`config.mk`:
```
export PLATFORM = sky130hd
export DESIGN_NAME = iowd_top
export DESIGN_NICKNAME = d
export VERILOG_FILES = /design/src/iowd_pkg.sv /design/src/iowd_top.sv /design/src/iowd_sync_edge.sv
export VERILOG_INCLUDE_DIRS = /design/src
export SDC_FILE = /design/constraint.sdc
export NUM_CORES = 1
export LEC_CHECK = 0
export ABC_AREA = 1
export BUFFER_PORTS_ARGS = -buffer_cell sky130_fd_sc_hd__buf_4
export CAP_MARGIN = 20
export CORE_AREA = 2 2 232 280
export DETAILED_ROUTE_END_ITERATION = 8
export DIE_AREA = 0 0 234 282
export PLACE_DENSITY_LB_ADDON = 0.08
export SYNTH_ARGS = -nofsm -noshare
export SYNTH_HDL_FRONTEND = slang
export SYNTH_SLANG_ARGS = --single-unit
```
`constraint.sdc`:
```
create_clock -name clock -period 7.83 [get_ports clock]
set_clock_uncertainty 0.15 [all_clocks]
set_input_delay 0.783 -clock clock [delete_from_list [all_inputs] [get_ports clock]]
set_output_delay 0.783 -clock clock [all_outputs]
set_load 0.05 [all_outputs]
```
`src/iowd_cfg.svh`:
```
/*
   constants of the i/o watchdog: register numbers, field positions,
   reset values and clock rates.
   assumes it is included by bare name from the package and the modules.
*/
`ifndef IOWD_CFG_SVH
`define IOWD_CFG_SVH

// register numbers on the register port
`define IOWD_REG_IRQ_ENABLE 8'h33
`define IOWD_REG_EVENT_FLAGS 8'h34
`define IOWD_REG_PERIOD 8'h35
`define IOWD_REG_CONFIG 8'h36
`define IOWD_REG_OUT_LEVELS 8'h37
`define IOWD_REG_OE_LEVELS 8'h38
`define IOWD_REG_IN_LEVELS 8'h39
`define IOWD_REG_PEAK 8'h3a

// watchdog_config fields
`define IOWD_CFG_STICKY 0
`define IOWD_CFG_HOST_EN 1
`define IOWD_CFG_CTRL_EN 2
`define IOWD_CFG_SOF_EN 3
`define IOWD_CFG_IN_EDGE 4
`define IOWD_CFG_ACTIVE 7

// 64-bit level registers: level field low, select field high
`define IOWD_LEVEL_LSB 0
`define IOWD_SELECT_LSB 32

// event_flags fields
`define IOWD_FLAG_TIMEOUT 11
`define IOWD_FLAG_RESERVED 24'h700000

// reset values
`define IOWD_RESET_WORD 64'h0000000000000000

// timing: system clock and watchdog count rate
`define IOWD_CLK_MHZ 250
`define IOWD_WD_MHZ 25
`define IOWD_TICK_DIV (`IOWD_CLK_MHZ / `IOWD_WD_MHZ)
`define IOWD_PRESC_W 4

// widths
`define IOWD_LINES 24
`define IOWD_OE_W 32
`define IOWD_SYNC_W 27

`endif

```
`src/iowd_pkg.sv`:
```
/*
   types of the i/o watchdog: state records of the top and the
   synchroniser.
   assumes iowd_cfg.svh is on the include path.
*/
`include "iowd_cfg.svh"

package iowd_pkg;

   typedef struct packed {
      logic [`IOWD_SYNC_W-1:0] s1;
      logic [`IOWD_SYNC_W-1:0] s2;
      logic [`IOWD_SYNC_W-1:0] s3;
   } iowd_sync_t;

   typedef struct packed {
      logic [`IOWD_LINES-1:0] irq_enable;
      logic [`IOWD_LINES-1:0] event_flags;
      logic [31:0] watchdog_period;
      logic sticky_timeout;
      logic host_en;
      logic ctrl_en;
      logic sof_en;
      logic in_edge;
      logic timeout_active;
      logic [`IOWD_LINES-1:0] output_safe_level;
      logic [`IOWD_LINES-1:0] output_override_select;
      logic [`IOWD_OE_W-1:0] output_enable_safe_levels;
      logic [`IOWD_LINES-1:0] input_retrigger_level;
      logic [`IOWD_LINES-1:0] input_retrigger_select;
      logic [31:0] count;
      logic [31:0] peak_count;
      logic [`IOWD_PRESC_W-1:0] presc;
      logic [`IOWD_LINES-1:0] cond_prev;
      logic [`IOWD_LINES-1:0] io_out;
      logic [`IOWD_OE_W-1:0] io_oe;
      logic [63:0] rdata;
      logic irq;
   } iowd_state_t;

endpackage

```
`src/iowd_top.sv`:
```
/*
   i/o watchdog with event flag register and combined interrupt.
   assumes a register port driven by the fieldbus side or a local host,
   all pins synchronous to clock, event_in pulses one cycle wide.
*/
// Summary of operation
// - A zero watchdog period disables the watchdog, any other value is the timeout in 25 MHz cycles.
// - With sticky_timeout clear, the next retrigger ends the watchdog action.
// - With sticky_timeout set, only rewriting the period clears an active timeout.
// - Rising edges of host_port_select_n or ctrl_port_select_n retrigger when config bit 1 or 2 is set.
// - With config bit 3 set, each fieldbus start of frame retriggers.
// - Config bit 4 picks whether the input condition retriggers on becoming false or true.
// - Config bit 7 shows timeout_active while a timeout is in effect.
// - On timeout each selected output line is driven to its safe level, others are untouched.
// - On timeout each affected line takes its output enable from the safe enable register.
// - With config bit 4 set, each selected input line retriggers when it reaches its programmed level; with it clear, when it leaves it.
// - peak_count holds the highest count reached and is zeroed by a period write.
// - Event flag bit 11 is set on timeout, bits 22:20 are reserved and read zero.
// - Reading the event flag register clears all its flags except those raised in the cycle of the read.
// - Flags gated by their enable bits are combined onto one interrupt output.
`timescale 1ns/1ps
`default_nettype none
`include "iowd_cfg.svh"

module iowd_top
   import iowd_pkg::*;
#(
   parameter int TICK_DIV = `IOWD_TICK_DIV
)
(
   // clock and reset
   input wire logic clock,
   input wire logic rst_n,
   input wire logic clk_en,
   // register port
   input wire logic reg_wr,
   input wire logic reg_rd,
   input wire logic [7:0] reg_addr,
   input wire logic [63:0] reg_wdata,
   output logic [63:0] reg_rdata,
   // retrigger sources
   input wire logic host_port_select_n,
   input wire logic ctrl_port_select_n,
   input wire logic frame_start,
   input wire logic [`IOWD_LINES-1:0] io_in,
   // normal output path and other event sources
   input wire logic [`IOWD_LINES-1:0] app_out,
   input wire logic [`IOWD_OE_W-1:0] app_oe,
   input wire logic [`IOWD_LINES-1:0] event_in,
   // pins and status
   output logic [`IOWD_LINES-1:0] io_out,
   output logic [`IOWD_OE_W-1:0] io_oe,
   output logic timeout_active,
   output logic combined_irq_out
);

   localparam logic [`IOWD_PRESC_W-1:0] TICK_LAST = `IOWD_PRESC_W'(TICK_DIV - 1);
   localparam logic [`IOWD_LINES-1:0] FLAG_RESERVED = `IOWD_FLAG_RESERVED;

   iowd_state_t st;
   iowd_state_t next_st;

   logic [`IOWD_SYNC_W-1:0] sy_level;
   logic [`IOWD_SYNC_W-1:0] sy_rise;
   logic [`IOWD_SYNC_W-1:0] sy_fall;
   logic [`IOWD_LINES-1:0] ovr_out;
   logic [`IOWD_OE_W-1:0] ovr_oe;

   // bit 26 host select, 25 ctrl select, 24 frame start, 23:0 inputs
   iowd_sync_edge u_sync
   (
      .clock(clock),
      .rst_n(rst_n),
      .clk_en(clk_en),
      .raw({host_port_select_n, ctrl_port_select_n, frame_start, io_in}),
      .level(sy_level),
      .rise(sy_rise),
      .fall(sy_fall)
   );

   // override mux per line, from the registered active flag
   genvar gi;
   generate
      for (gi = 0; gi < `IOWD_LINES; gi++)
      begin : g_line
         assign ovr_out[gi] = (st.timeout_active && st.output_override_select[gi]) ?
                              st.output_safe_level[gi] : app_out[gi];
         assign ovr_oe[gi] = (st.timeout_active && st.output_override_select[gi]) ?
                             st.output_enable_safe_levels[gi] : app_oe[gi];
      end
   endgenerate
   // enable lines without a select bit are never overridden
   assign ovr_oe[`IOWD_OE_W-1:`IOWD_LINES] = app_oe[`IOWD_OE_W-1:`IOWD_LINES];

   always_comb
   begin
      logic [`IOWD_LINES-1:0] cond;
      logic [`IOWD_LINES-1:0] cond_edge;
      logic [`IOWD_LINES-1:0] flag_set;
      logic retrig;
      logic tick;
      logic timeout_evt;
      logic flags_read;
      cond = '0;
      cond_edge = '0;
      flag_set = '0;
      retrig = 1'b0;
      tick = 1'b0;
      timeout_evt = 1'b0;
      flags_read = 1'b0;
      next_st = st;

      // input condition per line and its chosen edge
      cond = ~(sy_level[`IOWD_LINES-1:0] ^ st.input_retrigger_level);
      if (st.in_edge)
      begin
         cond_edge = cond & ~st.cond_prev;
      end
      else
      begin
         cond_edge = ~cond & st.cond_prev;
      end
      next_st.cond_prev = cond;

      retrig = (st.host_en && sy_rise[26]) || (st.ctrl_en && sy_rise[25])
               || (st.sof_en && sy_rise[24])
               || (|(cond_edge & st.input_retrigger_select));

      // 25 MHz count tick from the system clock
      tick = (st.presc == TICK_LAST);
      if (tick)
      begin
         next_st.presc = '0;
      end
      else
      begin
         next_st.presc = st.presc + `IOWD_PRESC_W'(1);
      end

      if (st.watchdog_period == 32'h00000000)
      begin
         next_st.count = '0;
         next_st.timeout_active = 1'b0;
      end
      else if (retrig)
      begin
         next_st.count = '0;
         if (!st.sticky_timeout)
         begin
            next_st.timeout_active = 1'b0;
         end
         // sticky mode keeps the timeout until the period is rewritten
      end
      else if (tick && st.count != st.watchdog_period)
      begin
         next_st.count = st.count + 32'h00000001;
         if (st.count + 32'h00000001 == st.watchdog_period && !st.timeout_active)
         begin
            next_st.timeout_active = 1'b1;
            timeout_evt = 1'b1;
         end
      end

      if (next_st.count > st.peak_count)
      begin
         next_st.peak_count = next_st.count;
      end

      // register writes
      if (reg_wr)
      begin
         if (reg_addr == `IOWD_REG_IRQ_ENABLE)
         begin
            next_st.irq_enable = reg_wdata[`IOWD_LINES-1:0] & ~FLAG_RESERVED;
         end
         else if (reg_addr == `IOWD_REG_PERIOD)
         begin
            next_st.watchdog_period = reg_wdata[31:0];
            next_st.count = '0;
            next_st.presc = '0;
            next_st.peak_count = '0;
            next_st.timeout_active = 1'b0;
            timeout_evt = 1'b0;
         end
         else if (reg_addr == `IOWD_REG_CONFIG)
         begin
            next_st.sticky_timeout = reg_wdata[`IOWD_CFG_STICKY];
            next_st.host_en = reg_wdata[`IOWD_CFG_HOST_EN];
            next_st.ctrl_en = reg_wdata[`IOWD_CFG_CTRL_EN];
            next_st.sof_en = reg_wdata[`IOWD_CFG_SOF_EN];
            next_st.in_edge = reg_wdata[`IOWD_CFG_IN_EDGE];
         end
         else if (reg_addr == `IOWD_REG_OUT_LEVELS)
         begin
            next_st.output_safe_level = reg_wdata[`IOWD_LEVEL_LSB +: `IOWD_LINES];
            next_st.output_override_select = reg_wdata[`IOWD_SELECT_LSB +: `IOWD_LINES];
         end
         else if (reg_addr == `IOWD_REG_OE_LEVELS)
         begin
            next_st.output_enable_safe_levels = reg_wdata[`IOWD_OE_W-1:0];
         end
         else if (reg_addr == `IOWD_REG_IN_LEVELS)
         begin
            next_st.input_retrigger_level = reg_wdata[`IOWD_LEVEL_LSB +: `IOWD_LINES];
            next_st.input_retrigger_select = reg_wdata[`IOWD_SELECT_LSB +: `IOWD_LINES];
         end
      end

      // register reads; unmapped numbers read zero
      if (reg_rd)
      begin
         if (reg_addr == `IOWD_REG_IRQ_ENABLE)
         begin
            next_st.rdata = {40'h0000000000, st.irq_enable};
         end
         else if (reg_addr == `IOWD_REG_EVENT_FLAGS)
         begin
            next_st.rdata = {40'h0000000000, st.event_flags & ~FLAG_RESERVED};
            flags_read = 1'b1;
         end
         else if (reg_addr == `IOWD_REG_PERIOD)
         begin
            next_st.rdata = {32'h00000000, st.watchdog_period};
         end
         else if (reg_addr == `IOWD_REG_CONFIG)
         begin
            next_st.rdata = {56'h00000000000000, st.timeout_active, 2'b00, st.in_edge,
                             st.sof_en, st.ctrl_en, st.host_en, st.sticky_timeout};
         end
         else if (reg_addr == `IOWD_REG_OUT_LEVELS)
         begin
            next_st.rdata = {8'h00, st.output_override_select, 8'h00, st.output_safe_level};
         end
         else if (reg_addr == `IOWD_REG_OE_LEVELS)
         begin
            next_st.rdata = {32'h00000000, st.output_enable_safe_levels};
         end
         else if (reg_addr == `IOWD_REG_IN_LEVELS)
         begin
            next_st.rdata = {8'h00, st.input_retrigger_select, 8'h00, st.input_retrigger_level};
         end
         else if (reg_addr == `IOWD_REG_PEAK)
         begin
            next_st.rdata = {32'h00000000, st.peak_count};
         end
         else
         begin
            next_st.rdata = `IOWD_RESET_WORD;
         end
      end

      // a flag raised in the cycle of its clearing read survives it
      flag_set = event_in & ~FLAG_RESERVED;
      flag_set[`IOWD_FLAG_TIMEOUT] = timeout_evt;
      if (flags_read)
      begin
         next_st.event_flags = flag_set;
      end
      else
      begin
         next_st.event_flags = st.event_flags | flag_set;
      end

      next_st.irq = |(st.event_flags & st.irq_enable);
      next_st.io_out = ovr_out;
      next_st.io_oe = ovr_oe;
   end

   always_ff @(posedge clock or negedge rst_n)
   begin
      if (!rst_n)
      begin
         st <= '0;
      end
      else if (clk_en)
      begin
         st <= next_st;
      end
   end

   assign reg_rdata = st.rdata;
   assign io_out = st.io_out;
   assign io_oe = st.io_oe;
   assign timeout_active = st.timeout_active;
   assign combined_irq_out = st.irq;

endmodule

`default_nettype wire

```
`src/iowd_sync_edge.sv`:
```
/*
   two-stage synchroniser with a third stage for edge detection,
   one bit per retrigger source.
   assumes sources are plain levels; edges are flagged for one cycle.
*/
`timescale 1ns/1ps
`default_nettype none
`include "iowd_cfg.svh"

module iowd_sync_edge
   import iowd_pkg::*;
(
   // clock and reset
   input wire logic clock,
   input wire logic rst_n,
   input wire logic clk_en,
   // raw sources
   input wire logic [`IOWD_SYNC_W-1:0] raw,
   // synchronised level and edges
   output logic [`IOWD_SYNC_W-1:0] level,
   output logic [`IOWD_SYNC_W-1:0] rise,
   output logic [`IOWD_SYNC_W-1:0] fall
);

   // selects idle high; resetting them low would fake a rising edge after reset
   localparam logic [`IOWD_SYNC_W-1:0] IDLE_LEVEL = 27'h6000000;

   iowd_sync_t st;
   iowd_sync_t next_st;

   always_comb
   begin
      next_st = st;
      next_st.s1 = raw;
      next_st.s2 = st.s1;
      next_st.s3 = st.s2;
   end

   always_ff @(posedge clock or negedge rst_n)
   begin
      if (!rst_n)
      begin
         st <= {IDLE_LEVEL, IDLE_LEVEL, IDLE_LEVEL};
      end
      else if (clk_en)
      begin
         st <= next_st;
      end
   end

   // s1 feeds s2 only; edges compare the later stages
   assign level = st.s2;
   assign rise = st.s2 & ~st.s3;
   assign fall = ~st.s2 & st.s3;

endmodule

`default_nettype wire

```
Yosys cells after proc, flatten, opt, wreduce, memory -nomap -nowiden
Cells that the tools add are included.
Operators by class
  add/sub/neg operators: 2
  $lt $le $gt $ge: 1
  equal/unequal tests: 11
  muxes and demuxes: 89
  bitwise gates (word level): 16
  reductions and logical operators: 43
Operators with widths (number)
  two-way mux 197 bit: 2
  two-way mux 56 bit: 7
  two-way mux 128 bit: 2
  two-way mux 32 bit: 6
  two-way mux 48 bit: 3
  AND 24 bit: 4
  two-way mux 80 bit: 1
  inverter 24 bit: 3
  two-way mux 68 bit: 1
  == test 8 x 6 -> 1 bit, second input constant: 8
  two-way mux 1 bit: 64
  two-way mux 24 bit: 2
  OR reduction 24 bit: 2
  adder 32 x 1 -> 32 bit, second input constant: 1
  == test 32 bit: 1
  > comparator 32 bit: 1
  zero test 32 bit: 1
  inequality test 32 bit: 1
  logical AND 1 bit: 29
  AND 27 bit: 1
  inverter 27 bit: 1
  bitwise OR 24 bit: 1
  XOR 24 bit: 1
  AND reduction 8 bit: 1
  other kinds (12): 18
Storage, ports and cells
  bits in registers: 505
  bits of input ports: 184
  output and inout bits: 122
  word-level logic and storage cells: 187

Depth between registers and ports, before layout
  depth after elaboration: 15
  depth in mapped cells: 32
  depth with buffers taken out: 30

Cells and area by module
A second synthesis with hierarchy kept.
Unflattened totals
  cells, all modules: 3702
  area, all modules: 27690.3 um2
By module, submodules not included
  iowd_top: times used 1, cells an instance 3225, area an instance 23687.7 um2, sequential area each 10334.9 um2
  iowd_sync_edge: times used 1, cells an instance 477, area an instance 4002.6 um2, sequential area each 2034.5 um2

Worst setup path before layout
No wires, ideal clock.
  path type: reg2reg
  from: register st[181] (netlist name)
  to: register st[155] (netlist name)
  library setup time: 0.118 ns
  data arrival time: 3.201 ns
  data required time: 7.562 ns
  path slack: 4.361 ns
  stages on the path, launching flop included: 25
  path buffers: 1
  period minus slack after synthesis: 3.469 ns
  cells stage by stage: dfrtp_1 ha_1 nand2_1 nor2_4 nand2_1 nor2_1 nand4_1 xor2_1 nor2_1 nor2_1 nand2_1 inv_1 ha_1 nand2_1 nor2_1 nand4_1 nor4_1 nand2_1 nand2_1 nand2_1 inv_1 clkbuf_1 nand2_1 nand3_1 nand2_1
On the way
  cells in the longest elaborated chain, start to end: 10
  elaborated cells between the ends (all ways): 11
  those cells by class: add/sub (1); order compare (1); eq/ne (1); mux (7); reduce/logical (1)
RTL lines
  from (decl): line iowd_top.sv:60  | iowd_state_t st;
  from (signal assigned): line iowd_top.sv:277  | st <= next_st;
  branches (longest 2 deep; another with adder 32 x 1 -> 32 bit)
  two-way mux 32 bit *: line iowd_top.sv:154  | else if (tick && st.count != st.watchdog_period)
  two-way mux 32 bit *: line iowd_top.sv:145  | else if (retrig)
  two-way mux 32 bit *: line iowd_top.sv:140  | if (st.watchdog_period == 32'h00000000)
  > comparator 32 bit: line iowd_top.sv:164  | if (next_st.count > st.peak_count)
  two-way mux 32 bit *: line iowd_top.sv:164
  two-way mux 68 bit: line iowd_top.sv:176  | else if (reg_addr == `IOWD_REG_PERIOD)
  two-way mux 197 bit: line iowd_top.sv:172  | if (reg_addr == `IOWD_REG_IRQ_ENABLE)
  two-way mux 197 bit *: line iowd_top.sv:170  | if (reg_wr)
Every way passes the cells marked *.
A chain may end at the register's enable or synchronous reset.

Worst setup path in the final report
  from: register st[342] (netlist name)
  to: register st[149] (netlist name)
On the way
  cells in the longest elaborated chain, start to end: 11
RTL lines
  two-way mux 24 bit *: line iowd_top.sv:115  | if (st.in_edge)
  AND 24 bit *: line iowd_top.sv:127  | || (|(cond_edge & st.input_retrigger_select));
  OR reduction 24 bit *: line iowd_top.sv:127
  logical OR 1 bit *: line iowd_top.sv:127
  two-way mux 32 bit *: line iowd_top.sv:145
  two-way mux 32 bit *: line iowd_top.sv:140
  > comparator 32 bit: line iowd_top.sv:164
  two-way mux 32 bit *: line iowd_top.sv:164
  two-way mux 68 bit: line iowd_top.sv:176
  two-way mux 197 bit: line iowd_top.sv:172
  two-way mux 197 bit *: line iowd_top.sv:170
Every way passes the cells marked *; elsewhere a longest branch is shown, timed or not.

==> metrics.yaml <==
timing:
  period_needed_ps: 5570
  setup_tns_ps: 0
  rsz0062_at_grt: "no"
  worst_slew_pin_slew_ps: 1160
  max_slew_margin_pct: 22.7
  drv_slew: 0
  setup_ws_ps: 2260
  timing.final.crit_share_pct: 71.1
  hold_viol: 0
  setup_violations: 0
  max_freq_mhz: 180
critical_path:
  crit_required_ps: 8170
  critPathTopFamily: "simple AND/OR/NAND/NOR gates"
  arrival_ps: 5910
  endpoint_kind: "flop"
  critical_path_class: "flop to flop"
  cp_slowest_stage_delay_ps: 630
  slowest_stage: "nor4_1"
  r2r_setup_slack_ps: 2260
  path_max_fanout: 42
  cp_common_cell: "nand2_1"
  start_kind: "flop"
  cp.buffers_inverters: 5
yosys:
  synth_edf_count: 0
  yosys_warnings: 0
  yosysUniqueCellTypes: 49
  yosysMostFrequentCell: "nand2_1"
  netlist_instances: 3334
  synth_top_area_share_pct: 46.1
  synthArstFlopShare_pct: 100
  synth_area_um2: 25200
  synthFlopType: "dfrtp_1"
  synthTopCellsByArea: "dfrtp_1 (46%), nand2_1 (16%), o21ai_0 (6.9%)"
  ys_seq_area_share_pct: 46.8
  yosysTopAreaCell: "dfrtp_1"
  synth_common_cells: "nand2_1 (1104), dfrtp_1 (464), o21ai_0 (348)"
  ys_ff_latch: 470
  syn_area_per_cell_um2: 7.55
floorplanning:
  io_pins: 306
  dieArea_um2: 66000
  die_width_um: 234
  row_count: 101
  core_area_um2: 63100
  die_y_um: 282
  start_util_pct: 39.9
power:
  ir_worst_vdd_v: 0.000150
  powerDensity_nw_per_um2: 247
  leakagePower_nw: 14.9
run:
  maxCapViolations: 0
drt:
  via_per_inst: 5.18
  post_drt_wl_per_cell_um: 21.5
  first_iter_violations: 1897
  vias: 22400
  drtPass1Iterations: 6
  drc: 0
  wl_mm: 92.8
  ant_nets: 0
clock_network:
  cts-root-buf: "clkbuf_16"
  cts_setup_buffers: 0
  ctsHoldBuffers: 0
  cts_resized: 0
  numCtsBuffers: 51
  h-tree-depth: 2
  cts_tree: "done"
  clkSinkCount: 470
  insertion_delay_ps: 610
  ctsLongestPathBuffers: 3
  cts.clk_slew.worst_paths_ps: 60
final_layout:
  final_net_count: 3669
  area_delta_synth_final_pct: 15.0
  drive_above_1_share_pct: 12.8
place:
  dp_hpwl_mm: 69.1
  pre_cts_ws_ps: 2310
  globalplace.congestion: 0.917
  portBuffers: 285
hold_path:
  hold_class: "input port to async pin"
global_route:
  grt_pass1_wl_mm: 137
  grt_pass1_vias: 21900
  grt.total_usage_pct: 28.0
  gr-total-overflow: 0
  grt_max_degree: 146
  antenna_found_initial: 0
status:
  status: "finished, final reports clean"
[sequential cells by signal, indices dropped and copies added (netlist names)]
signal	count
reg_rdata	56
timeout_active	1
u_sync.st	3
st	299
u_sync.level	27
combined_irq_out	1
io_out	24
io_oe	32
u_sync.next_st	27
[layout by cell type (no fill, tap or decap), types with 4 or more instances in the layout]
cell	synthesis	routed
nand2_1	1104	1100
dfrtp_1	464	464
o21ai_0	348	348
inv_1	340	340
buf_4	128	312
nor2_1	201	201
a21oi_1	184	184
nand3_1	109	107
clkbuf_16	0	53
a22o_1	38	38
nand4_1	37	37
o22ai_1	37	37
ha_1	33	33
xor2_1	31	31
nor3_1	18	18
o21ai_1	17	17
xnor2_1	15	15
clkbuf_1	92	15
clkbuf_8	0	13
o211ai_1	12	12
inv_2	11	10
a31oi_1	8	8
conb_1	1	8
nand2_2	3	7
clkinv_2	0	7
nand3b_1	6	6
nor4_1	6	6
a221oi_1	6	6
dfstp_2	6	6
nand3_2	3	5
nor2_4	5	5
o2111ai_1	5	5
nor3_4	4	4
bufinv_16	0	4
[report_power, final]
part	internal, mW	leakage (nW)	switching [mW]	total, mW
sequential	2.62	6.10	0.164	2.78
clock	1.50	0.867	1.06	2.56
combinational	0.568	7.89	1.23	1.79
[layout make-up]
type | count | area [um2]
fill | 6500 | 34100
sequential | 470 | 11800
multi-input combinational | 2258 | 10600
timing repair buffer | 317 | 2440
clock buffer | 81 | 1560
inverter | 354 | 1330
tap | 824 | 1030
clock inverter | 15 | 200
antenna | 1 | 2.50
[kinds of logic (layout without fill, tap and decap cells)]
kind of cell / Yosys count / in the layout / synth area share [%]
AO/OA/AOI/OAI: 660 / 660 / 14.3
XOR/XNOR: 46 / 46 / 1.60
adder cells (fa/ha/maj): 33 / 33 / 1.64
buffers and inverters: 613 / 767 / 11.3
flip-flops: 470 / 470 / 46.8
other: 1 / 9 / 0.0149
AND/OR/NAND/NOR: 1511 / 1511 / 24.4
[worst paths after layout]
kind,start,endpoint,cells past startpoint
worst max register to register,st[342]$_DFFE_PN0P_,st[149]$_DFFE_PN0P_,25
worst min register to register,u_sync.next_st[52]$_DFFE_PN1P_,u_sync.next_st[52]$_DFFE_PN1P_,2
max in group asynchronous,rst_n,st[398]$_DFFE_PN0P_,2
worst min-delay path,rst_n,st[216]$_DFFE_PN0P_,1
worst max-delay path,st[342]$_DFFE_PN0P_,st[149]$_DFFE_PN0P_,25
min in group clock,io_in[12],u_sync.next_st[39]$_DFFE_PN0P_,3
[per-stage QoR]
stage	total power, mW	util (%)	area [um2]	std cells	hold slack, ps
after floorplan	4.03	-	25200	3341	292
after global placement	4.57	43.0	27100	4222	305
after detailed placement	4.61	43.0	27100	4222	307
after CTS	7.18	45.8	28900	4318	148
after global routing	7.53	45.9	28900	4319	202
final	7.14	45.9	28900	4320	120
[metal layers]
metal	global-route usage (%)	wire, um	vias up
met4	11.3	3990	0
met1	35.7	38400	10800
met5	0	0	-
met3	3.63	4890	145
met2	47.8	45500	656
li1	-	-	10800
No activity file was read; power rests on OpenSTA's default activity.
